==> config.mk <==
export PLATFORM = sky130hd
export DESIGN_NAME = cpu_status_flags
export DESIGN_NICKNAME = d
export VERILOG_FILES = /design/src/pkg/core_status_pkg.sv /design/src/hw/cpu_status_flags.sv
export VERILOG_INCLUDE_DIRS = /design/src /design/src/pkg
export SDC_FILE = /design/constraint.sdc
export NUM_CORES = 1
export LEC_CHECK = 0
export ABC_AREA = 0
export CORE_UTILIZATION = 50
export CTS_BUF_LIST = sky130_fd_sc_hd__clkbuf_16
export CTS_CLUSTER_SIZE = 25
export DETAILED_ROUTE_END_ITERATION = 8
export DONT_BUFFER_PORTS = 1
export HOLD_SLACK_MARGIN = 0.08
export PLACE_DENSITY = 0.67
export SYNTH_ARGS = -nofsm -noshare
export SYNTH_HDL_FRONTEND = slang
export SYNTH_SLANG_ARGS = --single-unit
==> constraint.sdc <==
create_clock -name ref_clk -period 2.45 [get_ports ref_clk]
set_input_delay 0.1225 -clock ref_clk [delete_from_list [all_inputs] [get_ports ref_clk]]
set_output_delay 0.1225 -clock ref_clk [all_outputs]
set_load 0.02 [all_outputs]
==> src/pkg/core_status_defines.svh <==
`ifndef CORE_STATUS_DEFINES_SVH
`define CORE_STATUS_DEFINES_SVH

// APB register byte addresses
`define CSF_ADDR_STATUS 8'h00
`define CSF_ADDR_IRQ_STATUS 8'h04
`define CSF_ADDR_IRQ_MASK 8'h08
`define CSF_ADDR_PROG_ADDR 8'h0c

// Bit positions inside the status flags register
`define CSF_BIT_PIN_WAKE 7
`define CSF_BIT_CMP_WAKE 6
`define CSF_BIT_PAGE 5
`define CSF_BIT_TIMEOUT 4
`define CSF_BIT_POWERDOWN 3
`define CSF_BIT_ZERO 2
`define CSF_BIT_DIGIT_CARRY 1
`define CSF_BIT_CARRY 0

// Bits that software may write in the status flags register
`define CSF_SW_WRITE_MASK 8'he7

// Reset values
`define CSF_RST_TIMEOUT 1'b1
`define CSF_RST_POWERDOWN 1'b1
`define CSF_RST_WAKE 1'b0
`define CSF_RST_PAGE 1'b0
`define CSF_RST_IRQ_STATUS 4'h0
`define CSF_RST_IRQ_MASK 4'h0

// Interrupt status bit positions
`define CSF_IRQ_TIMEOUT 0
`define CSF_IRQ_SLEEP 1
`define CSF_IRQ_PIN_WAKE 2
`define CSF_IRQ_CMP_WAKE 3
`define CSF_IRQ_COUNT 4

// Program address in-page width, and ALU nibble width for the digit carry
`define CSF_PAGE_ADDR_BITS 9
`define CSF_NIBBLE_BITS 4

`endif

==> src/pkg/core_status_pkg.sv <==
package core_status_pkg;

  // Operation presented by the core's execute stage
  typedef enum logic [2:0] {
    ALU_NONE = 3'h0,
    ALU_ADD_W_FILE = 3'h1,
    ALU_SUB_W_FILE = 3'h2,
    ALU_LOGIC = 3'h3,
    ALU_ROTATE_RIGHT = 3'h4,
    ALU_ROTATE_LEFT = 3'h5
  } alu_op_t;

  // One ALU request: file operand, working register, and result of a logic op
  typedef struct packed {
    alu_op_t op;
    logic [7:0] file_val;
    logic [7:0] w_val;
    logic [7:0] logic_result;
  } alu_req_t;

  // Core events, each a one-cycle pulse
  typedef struct packed {
    logic clear_watchdog_instr;
    logic sleep_instr;
    logic wdt_timeout;
    logic other_reset;
    logic pin_wake_reset;
    logic cmp_wake_reset;
  } core_event_t;

  // Flag bits as they sit in the register, bit 7 first
  typedef struct packed {
    logic pin_change_wake_flag;
    logic comparator_wake_flag;
    logic page_preselect;
    logic timeout_flag;
    logic powerdown_flag;
    logic zero_flag;
    logic digit_carry_flag;
    logic carry_flag;
  } status_flags_t;

endpackage

==> src/hw/cpu_status_flags.sv <==
`timescale 1ns/1ps
`include "core_status_defines.svh"

// What this block does
// - Page preselect bit 5: one selects 200h-3FFh, zero selects 000h-1FFh.
// - Pages span 512 locations; preselect is the bit above nine in-page bits.
// - Time-out flag set by power-up, clear-watchdog, sleep; cleared by watchdog time-out.
// - Power-down flag set by power-up and by the clear-watchdog instruction.
// - Power-down flag cleared by the sleep instruction.
// - Zero flag follows arithmetic or logic result: one when zero, else zero.
// - Digit carry changes only on add or subtract of working and file register, or on a software write.
// - Digit carry is nibble carry for add, inverted nibble borrow for subtract.
module cpu_status_flags #(
  parameter int PAGE_ADDR_BITS = `CSF_PAGE_ADDR_BITS
) (
  input wire logic ref_clk, // 10 MHz core clock
  input wire logic rst_b, // Power-on reset, synchronous, active low
  input wire logic psel, // APB select
  input wire logic penable, // APB enable
  input wire logic pwrite, // APB direction, high for write
  input wire logic [7:0] paddr, // APB byte address
  input wire logic [31:0] pwdata, // APB write data
  output logic [31:0] prdata, // APB read data
  output logic pready, // APB ready
  output logic pslverr, // APB error for unmapped address
  input wire core_status_pkg::alu_req_t alu_req, // ALU request from core
  input wire core_status_pkg::core_event_t core_event, // Core event pulses
  input wire logic [PAGE_ADDR_BITS-1:0] in_page_addr, // Address within page
  output core_status_pkg::status_flags_t status_flags, // Live flag bits
  output logic [7:0] alu_result, // Result of the last ALU request
  output logic [PAGE_ADDR_BITS:0] prog_addr, // Full program address
  output logic irq // Level interrupt
);

  // Address decode is used by both the read and the write path
  function automatic logic addr_is(input logic [7:0] addr, input logic [7:0] target);
    addr_is = (addr == target);
  endfunction

  function automatic logic addr_mapped(input logic [7:0] addr);
    addr_mapped = addr_is(addr, `CSF_ADDR_STATUS) || addr_is(addr, `CSF_ADDR_IRQ_STATUS) ||
                  addr_is(addr, `CSF_ADDR_IRQ_MASK) || addr_is(addr, `CSF_ADDR_PROG_ADDR);
  endfunction

  // Access phase write strobe: the single edge at which a write takes effect
  logic wr_access;
  logic [7:0] wr_byte;
  assign wr_access = psel && penable && pready && pwrite;
  assign wr_byte = pwdata[7:0];

  // ---------------- Status flags ----------------
  core_status_pkg::status_flags_t next_status_flags;
  logic [7:0] next_alu_result;
  logic [4:0] nib_sum;
  logic [8:0] byte_sum;
  logic [7:0] op_result;
  logic alu_active;

  // Next flag values; hardware updates come after a software write so they win
  always_comb begin
    next_status_flags = status_flags;
    next_alu_result = alu_result;
    nib_sum = 5'h00;
    byte_sum = 9'h000;
    op_result = 8'h00;
    alu_active = 1'b0;

    // Software write: time-out and power-down are masked off as read-only
    if (wr_access && addr_is(paddr, `CSF_ADDR_STATUS)) begin
      next_status_flags = core_status_pkg::status_flags_t'(
        (status_flags & ~`CSF_SW_WRITE_MASK) | (wr_byte & `CSF_SW_WRITE_MASK));
    end

    // ALU flag updates
    unique case (alu_req.op)
      core_status_pkg::ALU_ADD_W_FILE: begin
        nib_sum = {1'b0, alu_req.file_val[3:0]} + {1'b0, alu_req.w_val[3:0]};
        byte_sum = {1'b0, alu_req.file_val} + {1'b0, alu_req.w_val};
        op_result = byte_sum[7:0];
        alu_active = 1'b1;
        next_status_flags.digit_carry_flag = nib_sum[`CSF_NIBBLE_BITS];
        next_status_flags.carry_flag = byte_sum[8];
      end
      core_status_pkg::ALU_SUB_W_FILE: begin
        // Subtract as file plus two's complement of W: carry out is the inverted borrow
        nib_sum = {1'b0, alu_req.file_val[3:0]} + {1'b0, ~alu_req.w_val[3:0]} + 5'h01;
        byte_sum = {1'b0, alu_req.file_val} + {1'b0, ~alu_req.w_val} + 9'h001;
        op_result = byte_sum[7:0];
        alu_active = 1'b1;
        next_status_flags.digit_carry_flag = nib_sum[`CSF_NIBBLE_BITS];
        next_status_flags.carry_flag = byte_sum[8];
      end
      core_status_pkg::ALU_LOGIC: begin
        op_result = alu_req.logic_result;
        alu_active = 1'b1;
      end
      core_status_pkg::ALU_ROTATE_RIGHT: begin
        // Rotate through carry: old carry enters, LSb leaves; zero flag untouched
        next_alu_result = {status_flags.carry_flag, alu_req.file_val[7:1]};
        next_status_flags.carry_flag = alu_req.file_val[0];
      end
      core_status_pkg::ALU_ROTATE_LEFT: begin
        next_alu_result = {alu_req.file_val[6:0], status_flags.carry_flag};
        next_status_flags.carry_flag = alu_req.file_val[7];
      end
      default: begin
        // No operation, or an illegal code: flags hold
      end
    endcase

    if (alu_active) begin
      next_alu_result = op_result;
      next_status_flags.zero_flag = (op_result == 8'h00);
    end

    // Clear-watchdog and sleep instructions
    if (core_event.clear_watchdog_instr) begin
      next_status_flags.timeout_flag = 1'b1;
      next_status_flags.powerdown_flag = 1'b1;
    end
    if (core_event.sleep_instr) begin
      next_status_flags.timeout_flag = 1'b1;
      next_status_flags.powerdown_flag = 1'b0;
    end
    // A watchdog time-out beats an instruction in the same cycle: it is the rarer, harder event
    if (core_event.wdt_timeout) begin
      next_status_flags.timeout_flag = 1'b0;
    end

    // Device resets other than power-on: time-out and power-down survive them
    if (core_event.other_reset || core_event.pin_wake_reset || core_event.cmp_wake_reset) begin
      next_status_flags.pin_change_wake_flag = core_event.pin_wake_reset;
      next_status_flags.comparator_wake_flag = core_event.cmp_wake_reset;
      next_status_flags.page_preselect = `CSF_RST_PAGE;
    end
  end

  // Control bits take the power-on value; the ALU flags and result are deliberately left without reset.
  // One process owns the whole flag register, so no field of it has a second driver.
  always_ff @(posedge ref_clk) begin
    status_flags.zero_flag <= next_status_flags.zero_flag;
    status_flags.digit_carry_flag <= next_status_flags.digit_carry_flag;
    status_flags.carry_flag <= next_status_flags.carry_flag;
    alu_result <= next_alu_result;
    if (!rst_b) begin
      status_flags.pin_change_wake_flag <= `CSF_RST_WAKE;
      status_flags.comparator_wake_flag <= `CSF_RST_WAKE;
      status_flags.page_preselect <= `CSF_RST_PAGE;
      status_flags.timeout_flag <= `CSF_RST_TIMEOUT;
      status_flags.powerdown_flag <= `CSF_RST_POWERDOWN;
    end else begin
      status_flags.pin_change_wake_flag <= next_status_flags.pin_change_wake_flag;
      status_flags.comparator_wake_flag <= next_status_flags.comparator_wake_flag;
      status_flags.page_preselect <= next_status_flags.page_preselect;
      status_flags.timeout_flag <= next_status_flags.timeout_flag;
      status_flags.powerdown_flag <= next_status_flags.powerdown_flag;
    end
  end

  // ---------------- Program address ----------------
  logic [PAGE_ADDR_BITS:0] next_prog_addr;

  // Page bit sits directly above the in-page address; uses the bit already stored
  always_comb begin
    next_prog_addr = {status_flags.page_preselect, in_page_addr};
  end

  always_ff @(posedge ref_clk) begin
    if (!rst_b) begin
      prog_addr <= '0;
    end else begin
      prog_addr <= next_prog_addr;
    end
  end

  // ---------------- Interrupt status and mask ----------------
  logic [`CSF_IRQ_COUNT-1:0] irq_status;
  logic [`CSF_IRQ_COUNT-1:0] irq_mask;
  logic [`CSF_IRQ_COUNT-1:0] irq_event;
  logic [`CSF_IRQ_COUNT-1:0] next_irq_status;
  logic [`CSF_IRQ_COUNT-1:0] next_irq_mask;
  logic next_irq;
  logic clr_strobe;

  assign irq_event[`CSF_IRQ_TIMEOUT] = core_event.wdt_timeout;
  assign irq_event[`CSF_IRQ_SLEEP] = core_event.sleep_instr;
  assign irq_event[`CSF_IRQ_PIN_WAKE] = core_event.pin_wake_reset;
  assign irq_event[`CSF_IRQ_CMP_WAKE] = core_event.cmp_wake_reset;
  assign clr_strobe = wr_access && addr_is(paddr, `CSF_ADDR_IRQ_STATUS);

  // Sticky bits: write one to clear, and an event in the clear cycle wins
  genvar gi;
  generate
    for (gi = 0; gi < `CSF_IRQ_COUNT; gi++) begin : g_irq
      always_comb begin
        next_irq_status[gi] = irq_status[gi];
        if (clr_strobe && wr_byte[gi]) begin
          next_irq_status[gi] = 1'b0;
        end
        if (irq_event[gi]) begin
          next_irq_status[gi] = 1'b1;
        end
      end
    end
  endgenerate

  // Mask write and the combined level; irq lags the status bit by one cycle
  always_comb begin
    next_irq_mask = irq_mask;
    if (wr_access && addr_is(paddr, `CSF_ADDR_IRQ_MASK)) begin
      next_irq_mask = wr_byte[`CSF_IRQ_COUNT-1:0];
    end
    next_irq = |(irq_status & irq_mask);
  end

  always_ff @(posedge ref_clk) begin
    if (!rst_b) begin
      irq_status <= `CSF_RST_IRQ_STATUS;
      irq_mask <= `CSF_RST_IRQ_MASK;
      irq <= 1'b0;
    end else begin
      irq_status <= next_irq_status;
      irq_mask <= next_irq_mask;
      irq <= next_irq;
    end
  end

  // ---------------- APB slave ----------------
  logic [31:0] next_prdata;
  logic next_pready;
  logic next_pslverr;
  logic setup_phase;

  assign setup_phase = psel && !penable;

  // Read data, ready and error are prepared in the setup cycle so every output is a flop;
  // the transfer still completes in its first access cycle, with zero wait states
  always_comb begin
    next_prdata = prdata;
    next_pready = 1'b0;
    next_pslverr = 1'b0;
    if (setup_phase) begin
      next_pready = 1'b1;
      next_pslverr = !addr_mapped(paddr);
      next_prdata = 32'h0000_0000;
      if (!pwrite) begin
        if (addr_is(paddr, `CSF_ADDR_STATUS)) begin
          next_prdata = {24'h00_0000, status_flags};
        end else if (addr_is(paddr, `CSF_ADDR_IRQ_STATUS)) begin
          next_prdata = {28'h000_0000, irq_status};
        end else if (addr_is(paddr, `CSF_ADDR_IRQ_MASK)) begin
          next_prdata = {28'h000_0000, irq_mask};
        end else if (addr_is(paddr, `CSF_ADDR_PROG_ADDR)) begin
          next_prdata = {{(31-PAGE_ADDR_BITS){1'b0}}, prog_addr};
        end
      end
    end
  end

  always_ff @(posedge ref_clk) begin
    if (!rst_b) begin
      prdata <= 32'h0000_0000;
      pready <= 1'b0;
      pslverr <= 1'b0;
    end else begin
      prdata <= next_prdata;
      pready <= next_pready;
      pslverr <= next_pslverr;
    end
  end

endmodule

==> flow_summary.json, run 1 <==
{
  "post-route-drc-count": 0,
  "fraction_of_layout_cells_with_a_size_suffix_above_1_pct": 6.44,
  "grt_util_all_layers_pct": 23.7,
  "grt_antenna_before_repair": 0,
  "synth_sequential_area_ratio_pct": 31.9,
  "globalplace.congestion": 0.917,
  "antenna_violating_nets_post_route": 0,
  "placementRows": 29,
  "insertedDiodeCount": 0,
  "chipHeight_um": 83.1,
  "netlist-cell-type-count": 67,
  "clock_tree.root_cell": "clkbuf_16",
  "timing.fmax_mhz": 444,
  "report.final.setup_viol": 0,
  "net_count_final": 509,
  "pwr-share-seq_pct": 45.5,
  "cp.arrival_ns": 2.42,
  "clkLatencyLatePin_ns": 0.28,
  "place_hpwl_mm": 6.12,
  "cts-buffers-inserted": 5,
  "synthMuxAreaShare_pct": 4.60,
  "postSynthRegisterBits": 47,
  "max-cap-violations": 0,
  "ys_warn_count": 0,
  "totalWireLength_mm": 8.35,
  "skew_ns": 0.00840,
  "port-buffer-count": 0,
  "fp.dieW_um": 83.1,
  "critPathKind": "register to register",
  "cp_capture_type": "register",
  "htree_num_levels": 2,
  "tritoncts_num_sinks": 47,
  "area_of_the_die_mm2": 0.00691,
  "final_min_period_over_clock_period_pct": 91.9,
  "maximum_ir_drop_on_the_vdd_rail_v": 0.000425,
  "grt_max_degree": 36,
  "finalHoldViolCount": 0,
  "cellPowerDensity_mw_per_mm2": 555,
  "grt_setup_unrepaired": "false",
  "worst-path-max-fanout": 10,
  "internal-power_mw": 1.45,
  "synth_top_family_by_area": "simple AND/OR/NAND/NOR gates",
  "report.final.slew_viol_count": 0,
  "worst_pin_slew_ns": 0.969,
  "holdCritPathClass": "primary input to register",
  "synth_xor_xnor_area_share_pct": 0.532,
  "synth_compound_gate_area_share_pct": 22.1,
  "run_status": "finished clean",
  "layout-area-overhead-vs-synth_pct": 11.4,
  "synth_simple_gate_area_share_pct": 22.8,
  "cts_max_path_buffers": 2,
  "power_switching_mw": 0.584,
  "syn-cell-area_mm2": 0.00329,
  "first_pass_grt_wire_length_mm": 13.4,
  "crit_required_ns": 2.61,
  "final.hold.worst_slack_ns": 0.0929,
  "first_global_vias": 2655,
  "clock_tree_from_tritoncts": "built",
  "globalRouteOverflowTotal": 0,
  "timing.reg2reg.setup_slack_ns": 0.20,
  "timing.critical_path.slowest_stage_cell": "dlygate4sd3_1",
  "drt-pass1-iter-count": 5,
  "initial_utilization_pct": 51.8,
  "clock_transition_time_at_the_flip_flop_clock_pins_of_the_worst_setup_and_hold_paths_ns": 0.07,
  "synth_enable_flop_cells": 11,
  "p_clk_share_pct": 36.5,
  "routed_via_count_divided_by_cell_count": 6.09,
  "slew-limit-headroom_pct": 35.2,
  "startpoint_type": "register",
  "synth_top_flop_cell": "dfxtp_1",
  "leakage_power_summed_over_all_cells_nw": 1.46,
  "post_synth_fa_ha_maj_area_fraction_pct": 7.68,
  "placeableCoreArea_mm2": 0.00635,
  "iteration_0_drc_count_of_the_detailed_router": 200,
  "sw_frac_of_total_pct": 28.7,
  "setup-tns-final_ns": 0,
  "post_synth_inst_count": 390,
  "max_stage_delay_ns": 0.55,
  "power_share_of_the_combinational_group_pct": 18.1,
  "ioPinCount": 148,
  "worstPathCellList": "nand4_1 -> or4_4 -> mux2i_1 -> nor3_1 -> o21a_1 -> dlygate4sd3_1",
  "final_period_minus_worst_setup_slack_ns": 2.25,
  "route.vias.total": 2928,
  "average_detailed_routed_wire_length_per_instance_um": 17.4,
  "ys_async_sr_fraction_pct": 0,
  "avgSynthCellArea_um2": 8.44
}
-- cell families (layout without fill, tap and decap cells) --
kind of cell,count (synthesis),in the layout
mux,15,15
xor+xnor,2,2
compound gates,104,104
buf+inv,65,58
simple gates,137,137
fa+ha+maj,19,19
flops,47,47
other cells,1,22
-- flip-flops by register name, indices dropped and copies added, names as in the netlist --
signal        cells
prdata           10
prog_addr        10
alu_result        8
status_flags      8
irq_mask          4
irq_status        4
irq               1
pready            1
pslverr           1
-- path summary, 6_finish.rpt --
kind | startpoint | endpoint | cells after the start
hold / removal | alu_req[25] | alu_result[0] | 2
setup / recovery | pready | status_flags[6] | 6
setup reg to reg | pready | status_flags[6] | 6
hold reg to reg | irq_status[3] | irq_status[3] | 2
-- metal layers --
layer | GRT usage (%) | part of all wire, % | up-vias
met5 | 0 | 0 | -
met4 | 5.17 | 1.1 | 0
met3 | 6.56 | 8.9 | 10
met2 | 38.3 | 45 | 150
met1 | 31.6 | 45 | 1364
li1 | - | - | 1404
-- placed cells by master (no fill, tap or decap), drive strengths merged, types with 5 or more instances in the layout --
| cell type | instances |
|---|---|
| o21ai | 15 |
| a21oi | 23 |
| and2 | 13 |
| inv | 22 |
| a21boi | 8 |
| nor2b | 21 |
| nand2b | 6 |
| conb | 22 |
| mux2i | 14 |
| dlygate4sd3 | 26 |
| a32oi | 7 |
| nand2 | 30 |
| dfxtp | 36 |
| a22oi | 6 |
| edfxtp | 11 |
| nand3 | 8 |
| ha | 17 |
| nor3 | 8 |
| clkbuf | 6 |
| nor2 | 26 |
| or3b | 6 |
| a211oi | 5 |
-- stage by stage --
stage | power, mW | setup WS (ns) | cells | instance area, um2 | util, %
finish | 2.04 | 0.198 | 481 | 3670 | 57.7
global route | 2.12 | 0.109 | 481 | 3670 | 57.7
global placement | 1.25 | 0.184 | 447 | 3230 | 50.9
detailed placement | 1.26 | 0.158 | 447 | 3230 | 50.9
CTS | 2.04 | 0.211 | 481 | 3660 | 57.6
floorplan | 1.24 | 0.384 | 411 | 3370 | -
-- synthesized netlist by cell type (3+ instances only) --
cell type | n | area share (%)
o2111ai_1 | 4 | 1.1
inv_1 | 20 | 2.3
nor2_1 | 26 | 3.0
dfxtp_1 | 36 | 22
o221ai_1 | 4 | 1.1
a221o_1 | 3 | 0.91
nor2b_1 | 21 | 4.0
a32oi_1 | 7 | 1.9
nand2b_1 | 6 | 1.1
or3b_2 | 3 | 0.80
a22oi_1 | 6 | 1.4
a21boi_0 | 8 | 1.8
nor4_1 | 3 | 0.57
mux2i_1 | 14 | 4.3
a211oi_1 | 5 | 1.1
or3b_1 | 3 | 0.80
and2_1 | 11 | 2.1
clkbuf_1 | 18 | 2.1
ha_1 | 17 | 6.5
nand3_1 | 8 | 1.2
o22ai_1 | 3 | 0.57
o31ai_1 | 4 | 0.91
edfxtp_1 | 11 | 10
buf_4 | 22 | 5.0
a31oi_1 | 3 | 0.57
nand2_1 | 29 | 3.3
o21ai_0 | 15 | 2.3
a21oi_1 | 23 | 3.5
nor3_1 | 8 | 1.2
-- worst max-delay path: cells and delay by family (launching register included) --
family	cells	cell delay [ns]
AO/OA/AOI/OAI	1	0.15
buffers and inverters	1	0.55
flip-flops	1	0.46
multiplexers	1	0.18
AND/OR/NAND/NOR	3	0.79
-- area by class of cell --
cell class,instances,area (um2)
multi-input cells,299,1990
clock inverters,2,15.0
inverters,20,75.1
repair buffers,30,290
flip-flops and latches,47,1050
well taps,77,96.3
fillers,581,2680
clock buffers,6,150
-- power by group through the flow --
stage	logic [mW]	clock network [mW]	registers, mW
6_report	0.368	0.742	0.926
5_1_grt	0.408	0.782	0.930
4_1_cts	0.361	0.752	0.927
3_5_place_dp	0.317	0	0.944
3_3_place_gp	0.312	0	0.943
2_1_floorplan	0.311	0	0.933
-- repair_timing --
action | 4_1_cts | 5_1_grt
resized for setup | 0 | 1
endpoints found under the setup margin | 0 | 1
buffers inserted | 0 | 0
endpoints found under the hold margin | 36 | 0
hold buffers | 26 | 0
(Power assumes the default switching activity.)
==> inputs of run 2 (changes only) <==
RECOVER_POWER = 25   (was default)
==> flow_summary.json, run 2 (synthesis gave the netlist of run 1 again) <==
{
  "clock_transition_time_at_the_flip_flop_clock_pins_of_the_worst_setup_and_hold_paths_ns": 0.07,
  "placementRows": 29,
  "drt-pass1-iter-count": 5,
  "globalRouteOverflowTotal": 0,
  "fp.dieW_um": 83.1,
  "grt_setup_unrepaired": "false",
  "grt_max_degree": 36,
  "multiInputGateArea_mm2": 0.00199,
  "first_pass_grt_wire_length_mm": 13.4,
  "p_clk_share_pct": 36.5,
  "insertedDiodeCount": 0,
  "leakage_power_summed_over_all_cells_nw": 1.46,
  "clock_tree_from_tritoncts": "built",
  "final_period_minus_worst_setup_slack_ns": 2.25,
  "port-buffer-count": 0,
  "fin_area_mm2": 0.00366,
  "final_min_period_over_clock_period_pct": 91.9,
  "totalWireLength_mm": 8.36,
  "cp.arrival_ns": 2.42,
  "fraction_of_layout_cells_with_a_size_suffix_above_1_pct": 6.19,
  "reg.largest.list": "prdata: 10 flops, prog_addr: 10 flops",
  "internal-power_mw": 1.45,
  "routed_via_count_divided_by_cell_count": 6.10,
  "post-place-ws_ns": 0.158,
  "worst_slack_ns": 0.198,
  "clock_tree.root_cell": "clkbuf_16",
  "critPathKind": "register to register",
  "globalplace.congestion": 0.917,
  "iteration_0_drc_count_of_the_detailed_router": 203,
  "place_hpwl_mm": 6.12,
  "area_of_the_die_mm2": 0.00691,
  "placeableCoreArea_mm2": 0.00635,
  "most_common_library_cell_in_the_layout_ignoring_fill_and_taps": "dfxtp_1",
  "max-cap-violations": 0,
  "report.power.total_mw": 2.04,
  "worst-path-max-fanout": 10,
  "skew_ns": 0.00840,
  "grt_util_all_layers_pct": 23.7,
  "layout-area-overhead-vs-synth_pct": 11.3,
  "dpl-instance-area_mm2": 0.00323,
  "initial_utilization_pct": 51.8,
  "pwr-share-seq_pct": 45.5,
  "cts-buffers-inserted": 5,
  "report.final.setup_viol": 0,
  "chipHeight_um": 83.1,
  "timing.reg2reg.setup_slack_ns": 0.20,
  "finalHoldViolCount": 0,
  "crit_required_ns": 2.61,
  "clkLatencyLatePin_ns": 0.28,
  "cts_max_path_buffers": 2,
  "worst_pin_slew_ns": 0.969,
  "timing.fmax_mhz": 444,
  "power_share_of_the_combinational_group_pct": 18.0,
  "report.final.slew_viol_count": 0,
  "slew-limit-headroom_pct": 35.2,
  "layout_common_cells": "dfxtp_1, nand2_1, nor2_1, dlygate4sd3_1, a21oi_1",
  "holdCritPathClass": "primary input to register",
  "htree_num_levels": 2,
  "run_status": "finished clean",
  "setup-tns-final_ns": 0,
  "ioPinCount": 148,
  "power_switching_mw": 0.584,
  "startpoint_type": "register",
  "net_count_final": 509,
  "average_detailed_routed_wire_length_per_instance_um": 17.4,
  "route.vias.total": 2932,
  "first_global_vias": 2655,
  "grt_antenna_before_repair": 0,
  "area_used_by_sequential_logic_in_the_layout_mm2": 0.00105,
  "tritoncts_num_sinks": 47,
  "total_of_fill_cells_in_the_finished_design": 581,
  "post-route-drc-count": 0,
  "final.hold.worst_slack_ns": 0.0929,
  "maximum_ir_drop_on_the_vdd_rail_v": 0.000425,
  "cellPowerDensity_mw_per_mm2": 556,
  "antenna_violating_nets_post_route": 0,
  "post_cts_repair_setup_buffers": 0,
  "sw_frac_of_total_pct": 28.7,
  "cp_capture_type": "register"
}
==> run 2: path summary, 6_finish.rpt <==
kind,cells after the start,endpoint,start
setup reg to reg,6,status_flags[6],pready
hold / removal,2,alu_result[0],alu_req[25]
setup / recovery,6,status_flags[6],pready
hold reg to reg,2,irq_status[3],irq_status[3]
==> run 2: stage by stage <==
stage / cells / utilization, %
after floorplan: 411 / -
after global routing: 481 / 57.7
final: 481 / 57.7
after detailed placement: 447 / 50.9
after CTS: 481 / 57.6
after global placement: 447 / 50.9
==> run 2: metal layers <==
layer | part of all wire [%] | track usage (%) | wire length (um) | up-vias
met5 | 0 | 0 | 0 | -
met4 | 1.1 | 5.17 | 96 | 0
met3 | 8.9 | 6.56 | 744 | 10
met2 | 45 | 38.3 | 3780 | 152
met1 | 45 | 31.6 | 3730 | 1366
li1 | - | - | - | 1404
==> run 2: area by class of cell <==
class | instances | area share, %
multi-input cells | 299 | 54.3
flip-flops and latches | 47 | 28.7
repair buffers | 30 | 7.82
clock buffers | 6 | 4.10
well taps | 77 | 2.63
inverters | 20 | 2.05
clock inverters | 2 | 0.410
==> run 2: power groups by stage <==
| stage | Combinational, mW | Clock, mW | Sequential (mW) |
|---|---|---|---|
| 6_report | 0.367 | 0.743 | 0.926 |
| 5_1_grt | 0.407 | 0.782 | 0.930 |
| 4_1_cts | 0.361 | 0.752 | 0.927 |
| 3_5_place_dp | 0.317 | 0 | 0.944 |
| 3_3_place_gp | 0.312 | 0 | 0.943 |
| 2_1_floorplan | 0.311 | 0 | 0.933 |
==> run 2: what timing repair did <==
action                                 in CTS  in global routing
endpoints found under the hold margin      36                  0
gates resized for setup                     0                  1
hold buffers                               26                  0
setup endpoints to repair                   0                  1
==> run 2: worst max-delay path: stages, from the launching register on <==
cell and delay [ns]:
dfxtp_1 0.46, nand4_1 0.19, or4_4 0.54, mux2i_1 0.18, nor3_1 0.06, o21a_1 0.15
dlygate4sd3_1 0.55
